<file path="config.mk">
export PLATFORM = sky130hd
export DESIGN_NAME = sldrv_top
export DESIGN_NICKNAME = d
export VERILOG_FILES = /design/src/sldrv_pkg.sv /design/src/sldrv_sync.sv /design/src/sldrv_top.sv
export VERILOG_INCLUDE_DIRS = /design/src
export SDC_FILE = /design/constraint.sdc
export NUM_CORES = 1
export LEC_CHECK = 0
export BUFFER_PORTS_ARGS = -buffer_cell sky130_fd_sc_hd__buf_2
export CORE_UTILIZATION = 45
export CTS_BUF_LIST = sky130_fd_sc_hd__clkbuf_4
export DETAILED_ROUTE_END_ITERATION = 10
export HOLD_SLACK_MARGIN = 0.08
export PLACE_DENSITY = 0.67
export SYNTH_ARGS = -nofsm -noshare
export SYNTH_HDL_FRONTEND = slang
export SYNTH_SLANG_ARGS = --single-unit
export TNS_END_PERCENT = 30
</file>
<file path="constraint.sdc">
create_clock -name clk -period 1 [get_ports clk]
set_input_delay 0.1 -clock clk [delete_from_list [all_inputs] [get_ports clk]]
set_output_delay 0.1 -clock clk [all_outputs]
set_load 0.02 [all_outputs]
</file>
<file path="src/sldrv_consts.svh">
// Overview of operation
// - Shift one bit in per rising clock
// - New bits enter only from serial input
// - Last stage driven out for cascading
// - Sixteen channels, each from own latch
// - Strobe high copies stages into latches
// - Latches transparent while high, hold when low
// - Blanking high switches all channels off
// - Blanking never changes latch contents
// - Blanking low drives channels from latches
`ifndef SLDRV_CONSTS_SVH
`define SLDRV_CONSTS_SVH

// ----------------------------------------
// Widths and reset values
// ----------------------------------------
`define SLDRV_CHANNELS 16
`define SLDRV_MSB 15
`define SLDRV_ZERO16 16'h0000
`define SLDRV_ALL_OFF 16'h0000
`define SLDRV_PIN_RESET 4'h0

`endif

</file>
<file path="src/sldrv_pkg.sv">
`include "sldrv_consts.svh"
package sldrv_pkg;
  // Channel word type
  typedef logic [`SLDRV_MSB:0] sldrv_word_t;
  // Pin edge detector states
  typedef enum logic [0:0] {SLDRV_CLK_LOW, SLDRV_CLK_HIGH} sldrv_edge_t;
endpackage : sldrv_pkg

</file>
<file path="src/sldrv_sync.sv">
`timescale 1ns/10ps
`include "sldrv_consts.svh"
// ----------------------------------------
// Two-stage synchroniser, four pins wide
// ----------------------------------------
module sldrv_sync
(
  // System
  input wire logic clk,
  input wire logic rst,
  // Pin side
  input wire logic [3:0] pin_in,
  // Logic side
  output logic [3:0] pin_sync
);
  logic [3:0] meta_reg;
  logic [3:0] meta_next;
  logic [3:0] sync_reg;
  logic [3:0] sync_next;

  // First stage only feeds the second
  always_comb
  begin
    meta_next = pin_in;
    sync_next = meta_reg;
  end

  // Register both stages
  always_ff @(posedge clk)
  begin
    if (rst)
    begin
      meta_reg <= `SLDRV_PIN_RESET;
      sync_reg <= `SLDRV_PIN_RESET;
    end
    else
    begin
      meta_reg <= meta_next;
      sync_reg <= sync_next;
    end
  end

  assign pin_sync = sync_reg;
endmodule : sldrv_sync

</file>
<file path="src/sldrv_top.sv">
`timescale 1ns/10ps
`include "sldrv_consts.svh"
// ----------------------------------------
// Serial latched sink driver logic
// ----------------------------------------
module sldrv_top
  import sldrv_pkg::*;
(
  // System
  input wire logic clk,
  input wire logic rst,
  // Serial pins from host
  input wire logic serial_in,
  input wire logic shift_clk,
  input wire logic load_strobe,
  input wire logic blank_n,
  // Cascade output
  output logic serial_out,
  // Channel drive, one means sinking
  output logic [`SLDRV_MSB:0] sink_channel
);
  // ----------------------------------------
  // Pin synchronisation
  // ----------------------------------------
  // Order: serial, clock, strobe, blanking
  logic [3:0] pins_s;

  // Pins are async to clk, so all pass two flops
  // Serial data rides the same flops as the shift clock, so the pair
  // keeps its order; the host must hold data a few clks round the rise
  sldrv_sync u_sync
  (
    .clk(clk),
    .rst(rst),
    .pin_in({serial_in, shift_clk, load_strobe, blank_n}),
    .pin_sync(pins_s)
  );

  logic din_s;
  logic sck_s;
  logic strobe_s;
  logic blank_s;
  assign din_s = pins_s[3];
  assign sck_s = pins_s[2];
  assign strobe_s = pins_s[1];
  assign blank_s = pins_s[0];

  // ----------------------------------------
  // State
  // ----------------------------------------
  sldrv_edge_t edge_reg;         // Last seen shift clock level
  sldrv_edge_t edge_next;
  sldrv_word_t shift_reg;        // Shift stages
  sldrv_word_t shift_next;
  sldrv_word_t latch_reg;        // Channel latches
  sldrv_word_t latch_next;
  sldrv_word_t drive_reg;        // Registered channel drive
  sldrv_word_t drive_next;
  logic sout_reg;                // Registered cascade bit
  logic sout_next;
  logic rise;

  // Channel drive from latch and blanking
  function automatic sldrv_word_t sldrv_drive(input sldrv_word_t lat, input logic blk);
    // Blanked gives all off, else latch one sinks
    sldrv_drive = blk ? `SLDRV_ALL_OFF : lat;
  endfunction : sldrv_drive

  // ----------------------------------------
  // Shift clock edge detect
  // ----------------------------------------
  // Detector state doubles as the last seen level of the pin
  // Sync adds two cycles of latency, which limits the shift rate
  always_comb
  begin
    rise = 1'h0;
    edge_next = edge_reg;
    case (edge_reg)
      SLDRV_CLK_LOW:
      begin
        // Rise seen: one shift, then wait for the low phase
        if (sck_s)
        begin
          rise = 1'h1;
          edge_next = SLDRV_CLK_HIGH;
        end
      end
      SLDRV_CLK_HIGH:
      begin
        // Re-arm only once the pin is low again
        if (!sck_s)
          edge_next = SLDRV_CLK_LOW;
      end
      default:
        edge_next = SLDRV_CLK_LOW;
    endcase
  end

  // Register the detector only
  always_ff @(posedge clk)
  begin
    if (rst)
      edge_reg <= SLDRV_CLK_LOW; // Pin idles low, so no false rise
    else
      edge_reg <= edge_next;
  end

  // ----------------------------------------
  // Shift register and cascade bit
  // ----------------------------------------
  // First bit in ends in the top stage after sixteen rises
  // Shift toward the top stage; only entry is serial input
  always_comb
  begin
    shift_next = shift_reg;
    if (rise)
      shift_next = {shift_reg[`SLDRV_MSB-1:0], din_s};
    // Cascade bit is the top stage, one clk behind it
    sout_next = shift_reg[`SLDRV_MSB];
  end

  // Register stages and cascade bit
  // Power-on stages chosen zero, so the cascade starts low
  always_ff @(posedge clk)
  begin
    if (rst)
    begin
      shift_reg <= `SLDRV_ZERO16;
      sout_reg <= 1'h0;
    end
    else
    begin
      shift_reg <= shift_next;
      sout_reg <= sout_next;
    end
  end

  // ----------------------------------------
  // Channel latches
  // ----------------------------------------
  // Transparent while strobe high; built from flops, so it lags
  // the stages by one clk rather than being a true latch
  always_comb
  begin
    latch_next = latch_reg;
    if (strobe_s)
      latch_next = shift_reg;
  end

  // Register latches; blanking is no input here, so it never disturbs them
  always_ff @(posedge clk)
  begin
    if (rst)
      latch_reg <= `SLDRV_ZERO16; // Power-on contents chosen all off
    else
      latch_reg <= latch_next;
  end

  // ----------------------------------------
  // Channel drive
  // ----------------------------------------
  // Blanked gives all off, else each latch bit drives its own channel
  // Drive reads the latches but never writes them back
  always_comb
  begin
    drive_next = sldrv_drive(latch_reg, blank_s);
  end

  // Register the drive so the outputs come straight from flops
  always_ff @(posedge clk)
  begin
    if (rst)
      drive_reg <= `SLDRV_ALL_OFF;
    else
      drive_reg <= drive_next;
  end

  // Outputs
  assign serial_out = sout_reg;
  assign sink_channel = drive_reg;

  // ----------------------------------------
  // Checks
  // ----------------------------------------
  shift_step_a: assert property (@(posedge clk) disable iff (rst)
    rise |=> shift_reg == {$past(shift_reg[`SLDRV_MSB-1:0]), $past(din_s)})
    else $error("shift did not advance");
  shift_hold_a: assert property (@(posedge clk) disable iff (rst)
    !rise |=> $stable(shift_reg))
    else $error("shift changed without edge");
  cascade_out_a: assert property (@(posedge clk) disable iff (rst)
    ##1 serial_out == $past(shift_reg[`SLDRV_MSB]))
    else $error("serial out not top stage");
  latch_load_a: assert property (@(posedge clk) disable iff (rst)
    strobe_s |=> latch_reg == $past(shift_reg))
    else $error("latch not transparent");
  latch_keep_a: assert property (@(posedge clk) disable iff (rst)
    !strobe_s |=> $stable(latch_reg))
    else $error("latch changed while closed");
  blank_off_a: assert property (@(posedge clk) disable iff (rst)
    blank_s |=> sink_channel == `SLDRV_ALL_OFF)
    else $error("channels on while blanked");
  blank_keep_a: assert property (@(posedge clk) disable iff (rst)
    (!strobe_s && $changed(blank_s)) |=> $stable(latch_reg))
    else $error("blanking disturbed latches");
  drive_follow_a: assert property (@(posedge clk) disable iff (rst)
    !blank_s |=> sink_channel == $past(latch_reg))
    else $error("channel drive not from latch");
  first_bit_a: assert property (@(posedge clk) disable iff (rst)
    (rise ##1 (!rise)[*2]) |-> shift_reg[0] == $past(din_s, 2))
    else $error("first stage wrong");
  // Checks watch the synchronised pins, since that is what the logic acts on
  // One shift per rise, set top latch bit sinks and clear bit 0 stays off, cascade moves on shifts
  edge_once_a: assert property (@(posedge clk) disable iff (rst)
    rise |=> !rise)
    else $error("two shifts for one clock rise");
  sink_on_a: assert property (@(posedge clk) disable iff (rst)
    (!blank_s && latch_reg[`SLDRV_MSB]) |=> sink_channel[`SLDRV_MSB])
    else $error("set latch bit not sinking");
  sink_off_a: assert property (@(posedge clk) disable iff (rst)
    (!blank_s && !latch_reg[0]) |=> !sink_channel[0])
    else $error("clear latch bit still sinking");
  sout_change_a: assert property (@(posedge clk) disable iff (rst)
    $changed(serial_out) |-> $past(rise, 2))
    else $error("serial out moved without shift");
endmodule : sldrv_top

</file>
* After elaboration in Yosys (flattened, before gate mapping)
Index checks and enable logic that the tools add are counted.
** Storage, ports and cells
- Bits in registers :: 58
- Input bits :: 6
- Output and inout port bits :: 17
- Logic and storage cells :: 10
** Operators by class
- Muxes and demuxes :: 2
- Reductions and logical operators :: 1
** Operators with widths (count)
- 1-bit two-way mux :: 2
- 2-bit OR reduction :: 1

* Longest topological paths before layout
- Word-level depth :: 2
- Depth in mapped cells :: 4
- Depth with buffers taken out :: 2

* Modules after synthesis
From an unflattened synthesis, not the netlist that was laid out.
** Unflattened totals
- Cell total of the unflattened synthesis :: 159
- Area total of the unflattened synthesis :: 1894.3 um^2
** Modules (own cells, without submodules)
- sldrv_top :: times used 1, cells an instance 143, area an instance 1684.1 um^2, sequential area each 1001.0 um^2
- sldrv_sync :: times used 1, cells an instance 16, area an instance 210.2 um^2, sequential area each 160.2 um^2

* Worst setup path after synthesis
Ideal clock, no wire load.
- Path kind :: reg2reg
- From :: reg u_sync.sync_reg[2], in the netlist u_sync.pin_sync[2]
- To :: reg shift_reg[10]
- Setup time :: 0.072 ns
- Data arrival time :: 0.884 ns
- Data required time :: 0.928 ns
- Slack :: 0.045 ns
- Cell stages (with the launch flop) :: 5
- Buffers on the path :: 2
- Clock period less this slack :: 0.955 ns
- Cells stage by stage :: dfxtp_1 -> nor2b_4 -> buf_6 -> buf_8 -> mux2i_1
** Between the ends
- Word-level cells in the longest chain between the ends :: 2
** Ends and longest elaborated chain
- from (decl) :: line sldrv_sync.sv:18 : logic [3:0] sync_reg;
- from (signal assigned) :: line sldrv_sync.sv:34 : sync_reg <= `SLDRV_PIN_RESET;
- from (signal assigned) :: line sldrv_sync.sv:39 : sync_reg <= sync_next;
- 1-bit two-way mux :: line sldrv_top.sv:82 : if (sck_s)
- 1-bit two-way mux :: line sldrv_top.sv:78 : case (edge_reg)
- to (signal assigned) :: line sldrv_top.sv:128 : shift_reg <= `SLDRV_ZERO16;
- to (signal assigned) :: line sldrv_top.sv:133 : shift_reg <= shift_next;
- to (decl) :: line sldrv_top.sv:53 : sldrv_word_t shift_reg;
No other way between the ends.
A chain may end at the register's enable or synchronous reset.

* Worst setup path in the final report
- From :: reg u_sync.sync_reg[2], in the netlist u_sync.pin_sync[2]
- To :: reg shift_reg[7]
Same word-level chain as after synthesis.

==> results.cfg <==
[timing]
fmax_mhz = 1020
finalCritPeriodShare_pct = 97.99
drv_slew = 0
setup_violations = 0
finClkSkew_ns = 0.01344
layout_setup_ws_ns = 0.02007
worstMarginPinSlew_ns = 0.1608
period_needed_ns = 0.9799
finalHoldWorstSlack_ns = 0.1514
final_hold_viol_count = 0
slew_headroom_pct = 88.97
rsz0062_at_grt = yes
tns_ns = 0

[worst_setup_path]
crit_arrival_ns = 1.29
cp_slowest_cell = dfxtp_2
worstPathMaxFanout = 8
max_stage_delay_ns = 0.34
cp_cell_sequence = nor2b_4 > clkbuf_16 > mux2i_1
crit_type = flop to flop
r2r-end = shift_reg[7]$_SDFFE_PP0P_
worstPathRequired_ns = 1.31
cp-end-kind = flop
cp_num_buf_inv = 1
r2r_slack_ns = 0.02
worst-r2r-cell-count = 3
start_kind = flop
worstReg2RegStart = u_sync.pin_sync[2]$_SDFF_PP0_
critical_path.top_delay_family = flip-flops

[logic_synthesis]
synth_fa_ha_area_share_pct = 0
yosys.area_share.simple_pct = 18.31
synth_compound_area_share_pct = 0.2635
synth_cell_types = 16
yosysMostFrequentCell = dfxtp_1
synthMuxAreaShare_pct = 16.34
synth_cells = 160
ys_ff_latch = 58
synth_ff_type = dfxtp_1
synth.top_cell.area_share_pct = 61.13
synth_xor_area_share_pct = 0
netlist_top_cells_count = 58 x dfxtp_1, 31 x mux2i_1, 16 x and2_1, 16 x nand2b_1, 16 x nor2_1
synth_area_per_cell_um2 = 11.87
yosysWarnings = 0
synth_area_leader_cell = dfxtp_1
synth_top_family_by_area = simple AND/OR/NAND/NOR gates
yosys-top-cells-area = dfxtp_1 61%, mux2i_1 16%, and2_1 5.3%, nand2b_1 5.3%, nor2_1 3.2%
synth_edf_count = 0
ys_seq_area_share_pct = 61.13
synth_area_um2 = 1899
synthArstFlopShare_pct = 0
synth_nets = 166

[clock_network]
cts.path.max_buffers = 2
clk_latency_ns = 0.38
path_clk_slew_ns = 0.09
htree_levels = 3
postCtsSetupBuffers = 0
clock-root-buffer = clkbuf_4
cts_tree = built
cts_sinks = 58
cts_buffers = 9

[routing]
final_antenna_net_count = 0
wl_per_cell_um = 11.72
first_iter_violations = 44
vias_per_cell = 4.628
vias = 1157
dr.pass1.iters = 4
wl_um = 2929
post-route-drc-count = 0

[layout]
drive_gt1_share_pct = 25.50
final_cells = 250
nets = 201
utilization_pct = 57.70
antenna_cells = 0
area_growth_pct = 22.40

[run]
maxCapViolations = 0

[floorplanning]
die_w_um = 66.97
ios = 23
core_um2 = 4029
dieArea_um2 = 4484
die_y_um = 66.97
start_util_pct = 47.14
row_count = 23

[global_routing]
track_usage_pct = 15.43
grt_pass1_wl_um = 4761
grt.overflow.total = 0
antenna_found_initial = 0
grt_max_degree = 20
grt_pass1_vias = 1124

[min_path]
min_from = rst
hold_path_end = latch_reg[5]$_SDFFE_PP0P_
holdPathStages = 3
hold_path.class = input port to flop

[pwr]
p_leak_nw = 0.9417
max-vdd-ir-drop_v = 0.001373
power_density_nw_per_um2 = 1751

[placement]
dp.cells = 228
place_hpwl_um = 1895
portBuffers = 22
pre_cts_ws_ns = 0.04825
place.gp.congestion = 0.7145

[run_status]
status = finished, final reports clean
[layout by cell type, fill, tap and decap left out, drive strengths merged]
cell         synthesis  final
clkinv               0      3
clkbuf               1     13
nor2b               10     10
nand4bb              1      1
mux2i               31     31
bufinv               0      1
and2                16     16
dfxtp               58     58
nand2b              16     16
o21ai                1      1
buf                  8     27
inv                  1      1
dlygate4sd3          0      5
nor2                17     17
[worst register-to-register path, stage by stage, from the launching register on]
cell,delay (ns)
dfxtp_2,0.34
nor2b_4,0.20
clkbuf_16,0.19
mux2i_1,0.19
[cell families (layout without fill, tap and decap cells)]
family	count (synthesis)	after routing
AO/OA/AOI/OAI	1	1
flip-flops	58	58
AND/OR/NAND/NOR	60	60
multiplexers	31	31
buffers and inverters	10	50
[layout make-up]
cell class / instances / area, um^2
inverters: 1 / 3.754
flip-flops and latches: 58 / 1169
clock inverters: 4 / 42.54
repair buffers: 33 / 290.3
well taps: 50 / 62.56
multi-input cells: 92 / 666.9
clock buffers: 12 / 90.09
fillers: 370 / 1704
[report_power, final]
part	internal, W	switching (W)
registers	0.00232	0.00000639
logic	0.0000853	0.0000668
clock network	0.000829	0.000759
total	0.00324	0.000832
[through the flow]
step           area [um^2]  total power (W)
2_1_floorplan         1899         0.002483
4_1_cts               2251         0.004119
3_5_place_dp          2063         0.002514
6_report              2325         0.004071
3_3_place_gp          2063         0.002512
5_1_grt               2325         0.004272
[worst max-delay path by stage]
stage	from	end	cells past startpoint
global route	sink_channel[7]$_SDFF_PP0_	sink_channel[7]	1
detailed placement	u_sync.pin_sync[2]$_SDFF_PP0_	shift_reg[4]$_SDFFE_PP0P_	3
global placement	u_sync.pin_sync[2]$_SDFF_PP0_	shift_reg[4]$_SDFFE_PP0P_	3
floorplan	u_sync.pin_sync[2]$_SDFF_PP0_	shift_reg[10]$_SDFFE_PP0P_	4
finish	u_sync.pin_sync[2]$_SDFF_PP0_	shift_reg[7]$_SDFFE_PP0P_	3
CTS	sink_channel[14]$_SDFF_PP0_	sink_channel[14]	1
[routing by layer]
layer / up-vias / share of wire [%] / global-route usage (%)
li1: 585 / - / -
met1: 547 / 45 / 15.68
met2: 20 / 48 / 24.12
met3: 5 / 4.4 / 8.562
met4: 0 / 2.2 / 10.11
met5: - / 0 / 0
[repair_timing]
action / CTS / global route
endpoints found under the hold margin: 7 / 0
gates resized for setup: 2 / 20
setup endpoints to repair: 2 / 25
gates cloned: 0 / 1
hold buffers: 5 / 0
(Power assumes the default switching activity.)
